===== src/pkg/rtc_pkg.sv =====
// rtc_pkg: register map, field layout, counts and types of the real-time clock
package rtc_pkg;

    // ************************************************************
    // register byte offsets on the wishbone bus
    // ************************************************************
    localparam logic [7:0] ADR_TIME     = 8'h00;
    localparam logic [7:0] ADR_DAY      = 8'h04;
    localparam logic [7:0] ADR_ALM_TIME = 8'h08;
    localparam logic [7:0] ADR_ALM_DAY  = 8'h0C;
    localparam logic [7:0] ADR_SWATCH   = 8'h10;
    localparam logic [7:0] ADR_CTRL     = 8'h14;
    localparam logic [7:0] ADR_STAT     = 8'h18;

    // ************************************************************
    // field widths and positions
    // ************************************************************
    localparam int SEC_W  = 6;
    localparam int MIN_W  = 6;
    localparam int HOUR_W = 5;
    localparam int DAY_W  = 15;
    localparam int SW_W   = 16;
    localparam int SEC_LSB  = 0;
    localparam int MIN_LSB  = 8;
    localparam int HOUR_LSB = 16;

    // ************************************************************
    // counter limits and prescaler
    // ************************************************************
    localparam logic [SEC_W-1:0]  SEC_LAST  = 6'h3B;
    localparam logic [MIN_W-1:0]  MIN_LAST  = 6'h3B;
    localparam logic [HOUR_W-1:0] HOUR_LAST = 5'h17;
    localparam logic [DAY_W-1:0]  DAY_LAST  = 15'h7FFF;
    localparam int XTAL_HZ  = 32768;
    localparam int TICK_HZ  = 1;
    localparam int PRESC_W  = 15;
    localparam int PRESC_DIV = XTAL_HZ / TICK_HZ;
    localparam logic [PRESC_W-1:0] PRESC_LAST = PRESC_W'(PRESC_DIV - 1);

    // ************************************************************
    // status flags; control bits 0..6 pass the flag of same index to irq; bits 0..2 also gate its event
    // ************************************************************
    localparam int FLG_ALM  = 0;
    localparam int FLG_DALM = 1;
    localparam int FLG_SW   = 2;
    localparam int FLG_SEC  = 3;
    localparam int FLG_MIN  = 4;
    localparam int FLG_HOUR = 5;
    localparam int FLG_DAY  = 6;
    localparam int NFLAG    = 7;
    localparam int CTRL_WAKE = 8;
    localparam int STAT_PEND = 8;

    // ************************************************************
    // reset values
    // ************************************************************
    localparam logic [8:0]      CTRL_RST = 9'h000;
    localparam logic [SW_W-1:0] SW_RST   = 16'h0000;

    typedef struct packed {
        logic [DAY_W-1:0]  day;
        logic [HOUR_W-1:0] hour;
        logic [MIN_W-1:0]  min;
        logic [SEC_W-1:0]  sec;
    } rtc_time_type;

endpackage


===== src/verilog/rtc_wrap_cnt.sv =====
// rtc_wrap_cnt: loadable up counter that wraps to zero after a given last value
`timescale 1ns/1ps
`default_nettype none
module rtc_wrap_cnt #(
    parameter int         W    = 6,
    parameter logic [W-1:0] LAST = '1
) (
    // clock and reset
    input  wire logic         clk_i,
    input  wire logic         rst_i,
    // control
    input  wire logic         inc_i,
    input  wire logic         load_i,
    input  wire logic [W-1:0] load_val_i,
    // state
    output logic      [W-1:0] count_o,
    output logic              wrap_o
);

    logic [W-1:0] next_count;

    // a load beats the increment so a staged time is never lost to a tick
    always_comb begin
        next_count = count_o;
        if (load_i) begin
            next_count = load_val_i;
        end else if (inc_i) begin
            next_count = (count_o == LAST) ? '0 : count_o + W'(1);
        end
    end

    assign wrap_o = inc_i & ~load_i & (count_o == LAST);

    always_ff @(posedge clk_i) begin
        if (rst_i) begin
            count_o <= '0;
        end else begin
            count_o <= next_count;
        end
    end

endmodule // rtc_wrap_cnt
`default_nettype wire


===== src/verilog/rtc_core.sv =====
// rtc_core: real-time clock with alarms, stopwatch and wakeup behind wishbone
`timescale 1ns/1ps
`default_nettype none
module rtc_core (
    // clock and reset
    input  wire logic        clk_i,
    input  wire logic        rst_i,
    // crystal tick, one cycle per 32.768 kHz period
    input  wire logic        xtal_tick_i,
    // wishbone slave
    input  wire logic        wb_cyc_i,
    input  wire logic        wb_stb_i,
    input  wire logic        wb_we_i,
    input  wire logic [7:0]  wb_adr_i,
    input  wire logic [3:0]  wb_sel_i,
    input  wire logic [31:0] wb_dat_i,
    output logic      [31:0] wb_dat_o,
    output logic             wb_ack_o,
    // events to the system
    output logic             irq_o,
    output logic             wake_o
);

    // ************************************************************
    // helper functions
    // ************************************************************
    function automatic logic [31:0] merge_bytes(input logic [31:0] old_v,
                                                input logic [31:0] new_v,
                                                input logic [3:0]  sel);
        logic [31:0] res;
        res = old_v;
        for (int b = 0; b < 4; b++) begin
            if (sel[b]) begin
                res[8*b +: 8] = new_v[8*b +: 8];
            end
        end
        return res;
    endfunction

    function automatic logic [31:0] pack_tod(input rtc_pkg::rtc_time_type t);
        logic [31:0] res;
        res = 32'h0000_0000;
        res[rtc_pkg::SEC_LSB  +: rtc_pkg::SEC_W]  = t.sec;
        res[rtc_pkg::MIN_LSB  +: rtc_pkg::MIN_W]  = t.min;
        res[rtc_pkg::HOUR_LSB +: rtc_pkg::HOUR_W] = t.hour;
        return res;
    endfunction

    function automatic rtc_pkg::rtc_time_type unpack_tod(input logic [31:0] w,
                                                         input logic [14:0] day);
        rtc_pkg::rtc_time_type t;
        t.day  = day;
        t.sec  = w[rtc_pkg::SEC_LSB  +: rtc_pkg::SEC_W];
        t.min  = w[rtc_pkg::MIN_LSB  +: rtc_pkg::MIN_W];
        t.hour = w[rtc_pkg::HOUR_LSB +: rtc_pkg::HOUR_W];
        return t;
    endfunction

    // ************************************************************
    // bus decode
    // ************************************************************
    logic        bus_req;
    logic        wr_fire;

    assign bus_req = wb_cyc_i & wb_stb_i & ~wb_ack_o;
    // writes land on the edge where the master sees ack
    assign wr_fire = wb_cyc_i & wb_stb_i & wb_ack_o & wb_we_i;

    // ************************************************************
    // prescaler
    // ************************************************************
    logic [rtc_pkg::PRESC_W-1:0] presc;
    logic [rtc_pkg::PRESC_W-1:0] next_presc;
    logic                        sec_tick;
    logic                        tick_d;

    always_comb begin
        next_presc = presc;
        if (xtal_tick_i) begin
            next_presc = (presc == rtc_pkg::PRESC_LAST) ? '0 : presc + 15'h0001;
        end
    end

    assign sec_tick = xtal_tick_i & (presc == rtc_pkg::PRESC_LAST);

    always_ff @(posedge clk_i) begin
        if (rst_i) begin
            presc  <= '0;
            tick_d <= 1'b0;
        end else begin
            presc  <= next_presc;
            tick_d <= sec_tick;
        end
    end

    // ************************************************************
    // staging of software writes onto the crystal tick
    // ************************************************************
    // loading mid-period would tear a running counter chain, so loads wait
    logic [31:0]               stg_tod;
    logic [rtc_pkg::DAY_W-1:0] stg_day;
    logic [rtc_pkg::SW_W-1:0]  stg_sw;
    logic [rtc_pkg::SW_W-1:0]  sw_cnt;
    logic                      pend_tod;
    logic                      pend_day;
    logic                      pend_sw;
    logic [31:0]               next_stg_tod;
    logic [rtc_pkg::DAY_W-1:0] next_stg_day;
    logic [rtc_pkg::SW_W-1:0]  next_stg_sw;
    logic                      next_pend_tod;
    logic                      next_pend_day;
    logic                      next_pend_sw;
    logic                      load_tod;
    logic                      load_day;
    logic                      load_sw;
    rtc_pkg::rtc_time_type     now;
    rtc_pkg::rtc_time_type     stg_time;

    assign load_tod = pend_tod & xtal_tick_i;
    assign load_day = pend_day & xtal_tick_i;
    assign load_sw  = pend_sw  & xtal_tick_i;
    assign stg_time = unpack_tod(stg_tod, stg_day);

    always_comb begin
        next_stg_tod  = stg_tod;
        next_stg_day  = stg_day;
        next_stg_sw   = stg_sw;
        next_pend_tod = pend_tod & ~load_tod;
        next_pend_day = pend_day & ~load_day;
        next_pend_sw  = pend_sw  & ~load_sw;
        if (wr_fire) begin
            case (wb_adr_i)
                rtc_pkg::ADR_TIME: begin
                    next_stg_tod  = merge_bytes(pack_tod(now), wb_dat_i, wb_sel_i);
                    next_pend_tod = 1'b1;
                end
                rtc_pkg::ADR_DAY: begin
                    next_stg_day  = rtc_pkg::DAY_W'(merge_bytes(32'(now.day), wb_dat_i,
                                                                wb_sel_i));
                    next_pend_day = 1'b1;
                end
                rtc_pkg::ADR_SWATCH: begin
                    next_stg_sw  = rtc_pkg::SW_W'(merge_bytes(32'(sw_cnt), wb_dat_i,
                                                              wb_sel_i));
                    next_pend_sw = 1'b1;
                end
                default: begin
                end
            endcase
        end
    end

    always_ff @(posedge clk_i) begin
        if (rst_i) begin
            stg_tod  <= '0;
            stg_day  <= '0;
            stg_sw   <= '0;
            pend_tod <= 1'b0;
            pend_day <= 1'b0;
            pend_sw  <= 1'b0;
        end else begin
            stg_tod  <= next_stg_tod;
            stg_day  <= next_stg_day;
            stg_sw   <= next_stg_sw;
            pend_tod <= next_pend_tod;
            pend_day <= next_pend_day;
            pend_sw  <= next_pend_sw;
        end
    end

    // ************************************************************
    // timekeeping chain
    // ************************************************************
    logic sec_wrap;
    logic min_wrap;
    logic hour_wrap;

    rtc_wrap_cnt #(.W(rtc_pkg::SEC_W), .LAST(rtc_pkg::SEC_LAST)) u_sec (
        .clk_i      (clk_i),
        .rst_i      (rst_i),
        .inc_i      (sec_tick),
        .load_i     (load_tod),
        .load_val_i (stg_time.sec),
        .count_o    (now.sec),
        .wrap_o     (sec_wrap)
    );

    rtc_wrap_cnt #(.W(rtc_pkg::MIN_W), .LAST(rtc_pkg::MIN_LAST)) u_min (
        .clk_i      (clk_i),
        .rst_i      (rst_i),
        .inc_i      (sec_wrap),
        .load_i     (load_tod),
        .load_val_i (stg_time.min),
        .count_o    (now.min),
        .wrap_o     (min_wrap)
    );

    rtc_wrap_cnt #(.W(rtc_pkg::HOUR_W), .LAST(rtc_pkg::HOUR_LAST)) u_hour (
        .clk_i      (clk_i),
        .rst_i      (rst_i),
        .inc_i      (min_wrap),
        .load_i     (load_tod),
        .load_val_i (stg_time.hour),
        .count_o    (now.hour),
        .wrap_o     (hour_wrap)
    );

    rtc_wrap_cnt #(.W(rtc_pkg::DAY_W), .LAST(rtc_pkg::DAY_LAST)) u_day (
        .clk_i      (clk_i),
        .rst_i      (rst_i),
        .inc_i      (hour_wrap),
        .load_i     (load_day),
        .load_val_i (stg_time.day),
        .count_o    (now.day),
        .wrap_o     ()
    );

    // ************************************************************
    // control, alarms and stopwatch
    // ************************************************************
    logic [8:0]                ctrl;
    logic [8:0]                next_ctrl;
    logic [31:0]               alm_tod;
    logic [31:0]               next_alm_tod;
    logic [rtc_pkg::DAY_W-1:0] alm_day;
    logic [rtc_pkg::DAY_W-1:0] next_alm_day;
    logic [rtc_pkg::SW_W-1:0]  next_sw_cnt;
    logic                      tod_match;
    logic [rtc_pkg::NFLAG-1:0] evt;

    always_comb begin
        next_ctrl    = ctrl;
        next_alm_tod = alm_tod;
        next_alm_day = alm_day;
        if (wr_fire) begin
            case (wb_adr_i)
                rtc_pkg::ADR_CTRL:     next_ctrl = 9'(merge_bytes(32'(ctrl), wb_dat_i,
                                                                  wb_sel_i));
                rtc_pkg::ADR_ALM_TIME: next_alm_tod = pack_tod(unpack_tod(
                                           merge_bytes(alm_tod, wb_dat_i, wb_sel_i),
                                           alm_day));
                rtc_pkg::ADR_ALM_DAY:  next_alm_day = rtc_pkg::DAY_W'(merge_bytes(
                                           32'(alm_day), wb_dat_i, wb_sel_i));
                default: begin
                end
            endcase
        end
    end

    // compared one cycle after the tick, once the chain has settled
    assign tod_match = (pack_tod(now) == alm_tod);

    always_comb begin
        next_sw_cnt = sw_cnt;
        evt         = '0;
        if (load_sw) begin
            next_sw_cnt = stg_sw;
        end else if (sec_tick & ctrl[rtc_pkg::FLG_SW]) begin
            next_sw_cnt = sw_cnt - 16'h0001;
            evt[rtc_pkg::FLG_SW] = (sw_cnt == '0);
        end
        evt[rtc_pkg::FLG_ALM]  = tick_d & ctrl[rtc_pkg::FLG_ALM] & tod_match;
        evt[rtc_pkg::FLG_DALM] = tick_d & ctrl[rtc_pkg::FLG_DALM] & tod_match
                                 & (now.day == alm_day);
        evt[rtc_pkg::FLG_SEC]  = sec_tick;
        evt[rtc_pkg::FLG_MIN]  = sec_wrap;
        evt[rtc_pkg::FLG_HOUR] = min_wrap;
        evt[rtc_pkg::FLG_DAY]  = hour_wrap;
    end

    always_ff @(posedge clk_i) begin
        if (rst_i) begin
            ctrl    <= rtc_pkg::CTRL_RST;
            alm_tod <= '0;
            alm_day <= '0;
            sw_cnt  <= rtc_pkg::SW_RST;
        end else begin
            ctrl    <= next_ctrl;
            alm_tod <= next_alm_tod;
            alm_day <= next_alm_day;
            sw_cnt  <= next_sw_cnt;
        end
    end

    // ************************************************************
    // sticky flags, interrupt and wakeup
    // ************************************************************
    logic [rtc_pkg::NFLAG-1:0] flags;
    logic [rtc_pkg::NFLAG-1:0] next_flags;
    logic [rtc_pkg::NFLAG-1:0] clr;
    logic                      next_irq;
    logic                      next_wake;

    assign clr = (wr_fire && wb_adr_i == rtc_pkg::ADR_STAT && wb_sel_i[0])
                 ? wb_dat_i[rtc_pkg::NFLAG-1:0] : '0;

    generate
        for (genvar i = 0; i < rtc_pkg::NFLAG; i++) begin : g_flag
            // set beats clear so an event in the clearing cycle survives
            assign next_flags[i] = evt[i] | (flags[i] & ~clr[i]);
        end
    endgenerate

    always_comb begin
        next_irq  = |(next_flags & ctrl[rtc_pkg::NFLAG-1:0]);
        // wake is a level for the power controller; it is registered on the core clock
        next_wake = next_irq & ctrl[rtc_pkg::CTRL_WAKE];
    end

    always_ff @(posedge clk_i) begin
        if (rst_i) begin
            flags  <= '0;
            irq_o  <= 1'b0;
            wake_o <= 1'b0;
        end else begin
            flags  <= next_flags;
            irq_o  <= next_irq;
            wake_o <= next_wake;
        end
    end

    // ************************************************************
    // wishbone answer
    // ************************************************************
    logic [31:0] next_rd;

    always_comb begin
        case (wb_adr_i)
            rtc_pkg::ADR_TIME:     next_rd = pack_tod(now);
            rtc_pkg::ADR_DAY:      next_rd = 32'(now.day);
            rtc_pkg::ADR_ALM_TIME: next_rd = alm_tod;
            rtc_pkg::ADR_ALM_DAY:  next_rd = 32'(alm_day);
            rtc_pkg::ADR_SWATCH:   next_rd = 32'(sw_cnt);
            rtc_pkg::ADR_CTRL:     next_rd = 32'(ctrl);
            rtc_pkg::ADR_STAT:     next_rd = 32'({(pend_tod | pend_day | pend_sw), 1'b0,
                                                  flags});
            default:               next_rd = 32'h0000_0000;
        endcase
    end

    always_ff @(posedge clk_i) begin
        if (rst_i) begin
            wb_ack_o <= 1'b0;
            wb_dat_o <= '0;
        end else begin
            wb_ack_o <= bus_req;
            wb_dat_o <= bus_req ? next_rd : wb_dat_o;
        end
    end

endmodule // rtc_core
`default_nettype wire


===== config.mk =====
export PLATFORM = sky130hd
export DESIGN_NAME = rtc_core
export DESIGN_NICKNAME = d
export VERILOG_FILES = /design/src/pkg/rtc_pkg.sv /design/src/verilog/rtc_wrap_cnt.sv /design/src/verilog/rtc_core.sv
export SDC_FILE = /design/constraint.sdc
export NUM_CORES = 1
export LEC_CHECK = 0
export ABC_CLOCK_PERIOD_IN_PS = 14600
export BUFFER_PORTS_ARGS = -buffer_cell sky130_fd_sc_hd__buf_2
export CAP_MARGIN = 30
export CORE_MARGIN = 2
export CORE_UTILIZATION = 55
export CTS_CLUSTER_DIAMETER = 30
export CTS_CLUSTER_SIZE = 30
export DETAILED_ROUTE_END_ITERATION = 16
export GPL_TIMING_DRIVEN = 0
export PLACE_DENSITY = 0.74
export SETUP_SLACK_MARGIN = 0.1
export SLEW_MARGIN = 30
export SYNTH_ARGS = -nofsm -noshare
export SYNTH_HDL_FRONTEND = slang
export SYNTH_HIERARCHICAL = 1
export SYNTH_SLANG_ARGS = --single-unit

===== constraint.sdc =====
create_clock -name clk_i -period 14.6 [get_ports clk_i]
set_clock_uncertainty 0.1 [all_clocks]
set_input_delay 2.92 -clock clk_i [delete_from_list [all_inputs] [get_ports clk_i]]
set_output_delay 2.92 -clock clk_i [all_outputs]
set_load 0.01 [all_outputs]

==> flow_summary.yaml <==
critical_path:
  r2r_end: "u_day/count_o[13]"
  r2r-start: "presc[0]"
  ff2ff_path_depth: 16
  cp_max_fo: 10
  start_kind: "input pin"
  path_class: "input pin to flip-flop"
  r2r_setup_slack_ps: 8630
  cp-end-kind: "flip-flop"
  cp.arrival_ps: 8290
  required_ps: 14860
cells_and_area:
  diodes: 0
  nets: 1252
  layout_commonest_cell: "dfxtp_1"
  fillerInstances: 1510
  multi_input_area_sq_um: 5600
  syn2layout_area_growth_pct: 12.3
  register_area_sq_um: 3740
  drive_above_1_share: 0.137
  utilization: 0.635
  final_cell_mix: "187 x dfxtp_1, 174 x nor2_1, 86 x mux2i_1, 73 x buf_2, 53 x xor2_1"
routing:
  drcViolationCount: 0
  drt_iter0_drc: 1029
  viasPerCell: 6.28
  vias: 9006
  drtAntennaViolNets: 0
  finalWirelength_mm: 30.7
  firstDrtPassIters: 7
  wl_per_cell_um: 21.4
worst_hold_path:
  holdPathStages: 2
  min-delay-start: "stg_tod[17]"
  hold_path_class: "flip-flop to flip-flop"
  min_to: "u_hour/count_o[1]"
sta:
  slew_headroom: 0.412
  holdWs_ps: 362
  min_period_ps: 8020
  finalHoldViolCount: 0
  tightestPinTransition_ps: 876
  fmax_mhz: 125
  fin_setup_tns_ps: 0
  finalCritPeriodShare: 0.550
  rsz0062_at_grt: "false"
  maxSlewViolCount: 0
  finalSetupViolations: 0
logic_synthesis:
  avgSynthCellArea_sq_um: 8.86
  ys_warn_count: 6
  syn_area_sq_um: 9810
  synth_cells: 1107
grt:
  grt-ovfl-total: 0
  grt_start_max_net_pins: 26
  grt_pass1_vias: 8231
  grt_usage: 0.330
  antenna_found_initial: 0
  grt_pass1_wl_mm: 46.7
clock_network:
  insertion_delay_ps: 440
  cts_tree: "done"
  postCtsSetupBuffers: 0
  clockBufferDepth: 2
  cts_max_level: 4
  cts_buffers: 17
  cts_root_buf: "clkbuf_16"
  hold_buffers: 0
  clkSinkCount: 187
  worst_setup_hold_path_clk_slew_ps: 70
  post_cts_resized: 0
floorplan:
  die_x_um: 138
  start_util: 0.565
  io_pins: 85
  dieArea_sq_um: 18900
  row_count: 48
  core_sq_um: 17400
  die_y_um: 138
placed_design:
  gp_congestion: 0.989
  port_buffers: 58
  hpwl_mm: 22.7
power_and_ir_drop:
  power_mw: 1.02
  leakage_nw: 4.27
  ir_drop_mv: 0.0876
  power.density_nw_per_um2: 92.9
status:
  status: "finished, final reports clean"
job:
  max_cap_violations: 0
==> how the worst max path moves through the flow <==
stage / cells past startpoint / end / slack, ps / start
6_report: 17 / u_day/count_o[13] / 6580 / xtal_tick_i
5_1_grt: 17 / u_day/count_o[13] / 6360 / xtal_tick_i
4_1_cts: 17 / u_day/count_o[13] / 6820 / xtal_tick_i
3_5_place_dp: 17 / u_day/count_o[11] / 6350 / xtal_tick_i
3_3_place_gp: 16 / u_day/count_o[13] / 5130 / xtal_tick_i
2_1_floorplan: 15 / u_day/count_o[10] / 7620 / xtal_tick_i
==> critical path, stage by stage <==
cell and delay (ps):
buf_2 80, buf_4 150, nand4_1 190, nor4_4 780
bufbuf_16 390, nand2b_2 60, nor3_1 670, bufbuf_16 400
nand2b_2 70, nor3_2 600, inv_1 160, nor3_2 440
buf_4 280, inv_1 80, nor2_1 480, o211ai_1 320
o22ai_1 180
==> layer usage <==
metal | wire length [um] | GRT usage | part of all wire
met1 | 13300 | 0.447 | 0.43
met2 | 14000 | 0.521 | 0.46
met3 | 2450 | 0.0585 | 0.080
met4 | 959 | 0.132 | 0.031
met5 | 0 | 0 | 0
==> report_power, final <==
part | internal, mW | leakage, nW | total (mW) | switching [mW]
registers | 0.510 | 1.51 | 0.511 | 0.000570
clock network | 0.252 | 0.272 | 0.461 | 0.209
logic | 0.0151 | 2.49 | 0.0524 | 0.0374
total | 0.777 | 4.27 | 1.02 | 0.247
==> sequential cells by signal, indices dropped and copies added (netlist names) <==
register	flops
alm_day	15
alm_tod	17
ctrl	9
flags	7
irq_o	1
pend_day	1
pend_sw	1
pend_tod	1
presc	15
stg_day	15
stg_sw	16
stg_tod	17
sw_cnt	16
tick_d	1
u_day/count_o	15
u_hour/count_o	5
u_min/count_o	6
u_sec/count_o	6
wake_o	1
wb_ack_o	1
wb_dat_o	21
==> through the flow <==
step                      std cells  worst slack [ps]  instance area, sq um
after floorplan                1117              7620                  9850
after global placement         1400              5130                 10400
after detailed placement       1401              6350                 10400
after CTS                      1433              6820                 11000
after global routing           1433              6360                 11000
final                          1433              6580                 11000
==> area by class of cell <==
| type | count | area share |
|---|---|---|
| clock buffer | 22 | 0.0430 |
| inverter | 20 | 0.00681 |
| buffer | 81 | 0.0397 |
| sequential | 187 | 0.340 |
| timing repair buffer | 59 | 0.0270 |
| multi-input combinational | 829 | 0.509 |
| tap | 225 | 0.0255 |
| clock inverter | 10 | 0.00965 |
Power figures use the tool's default switching activity.
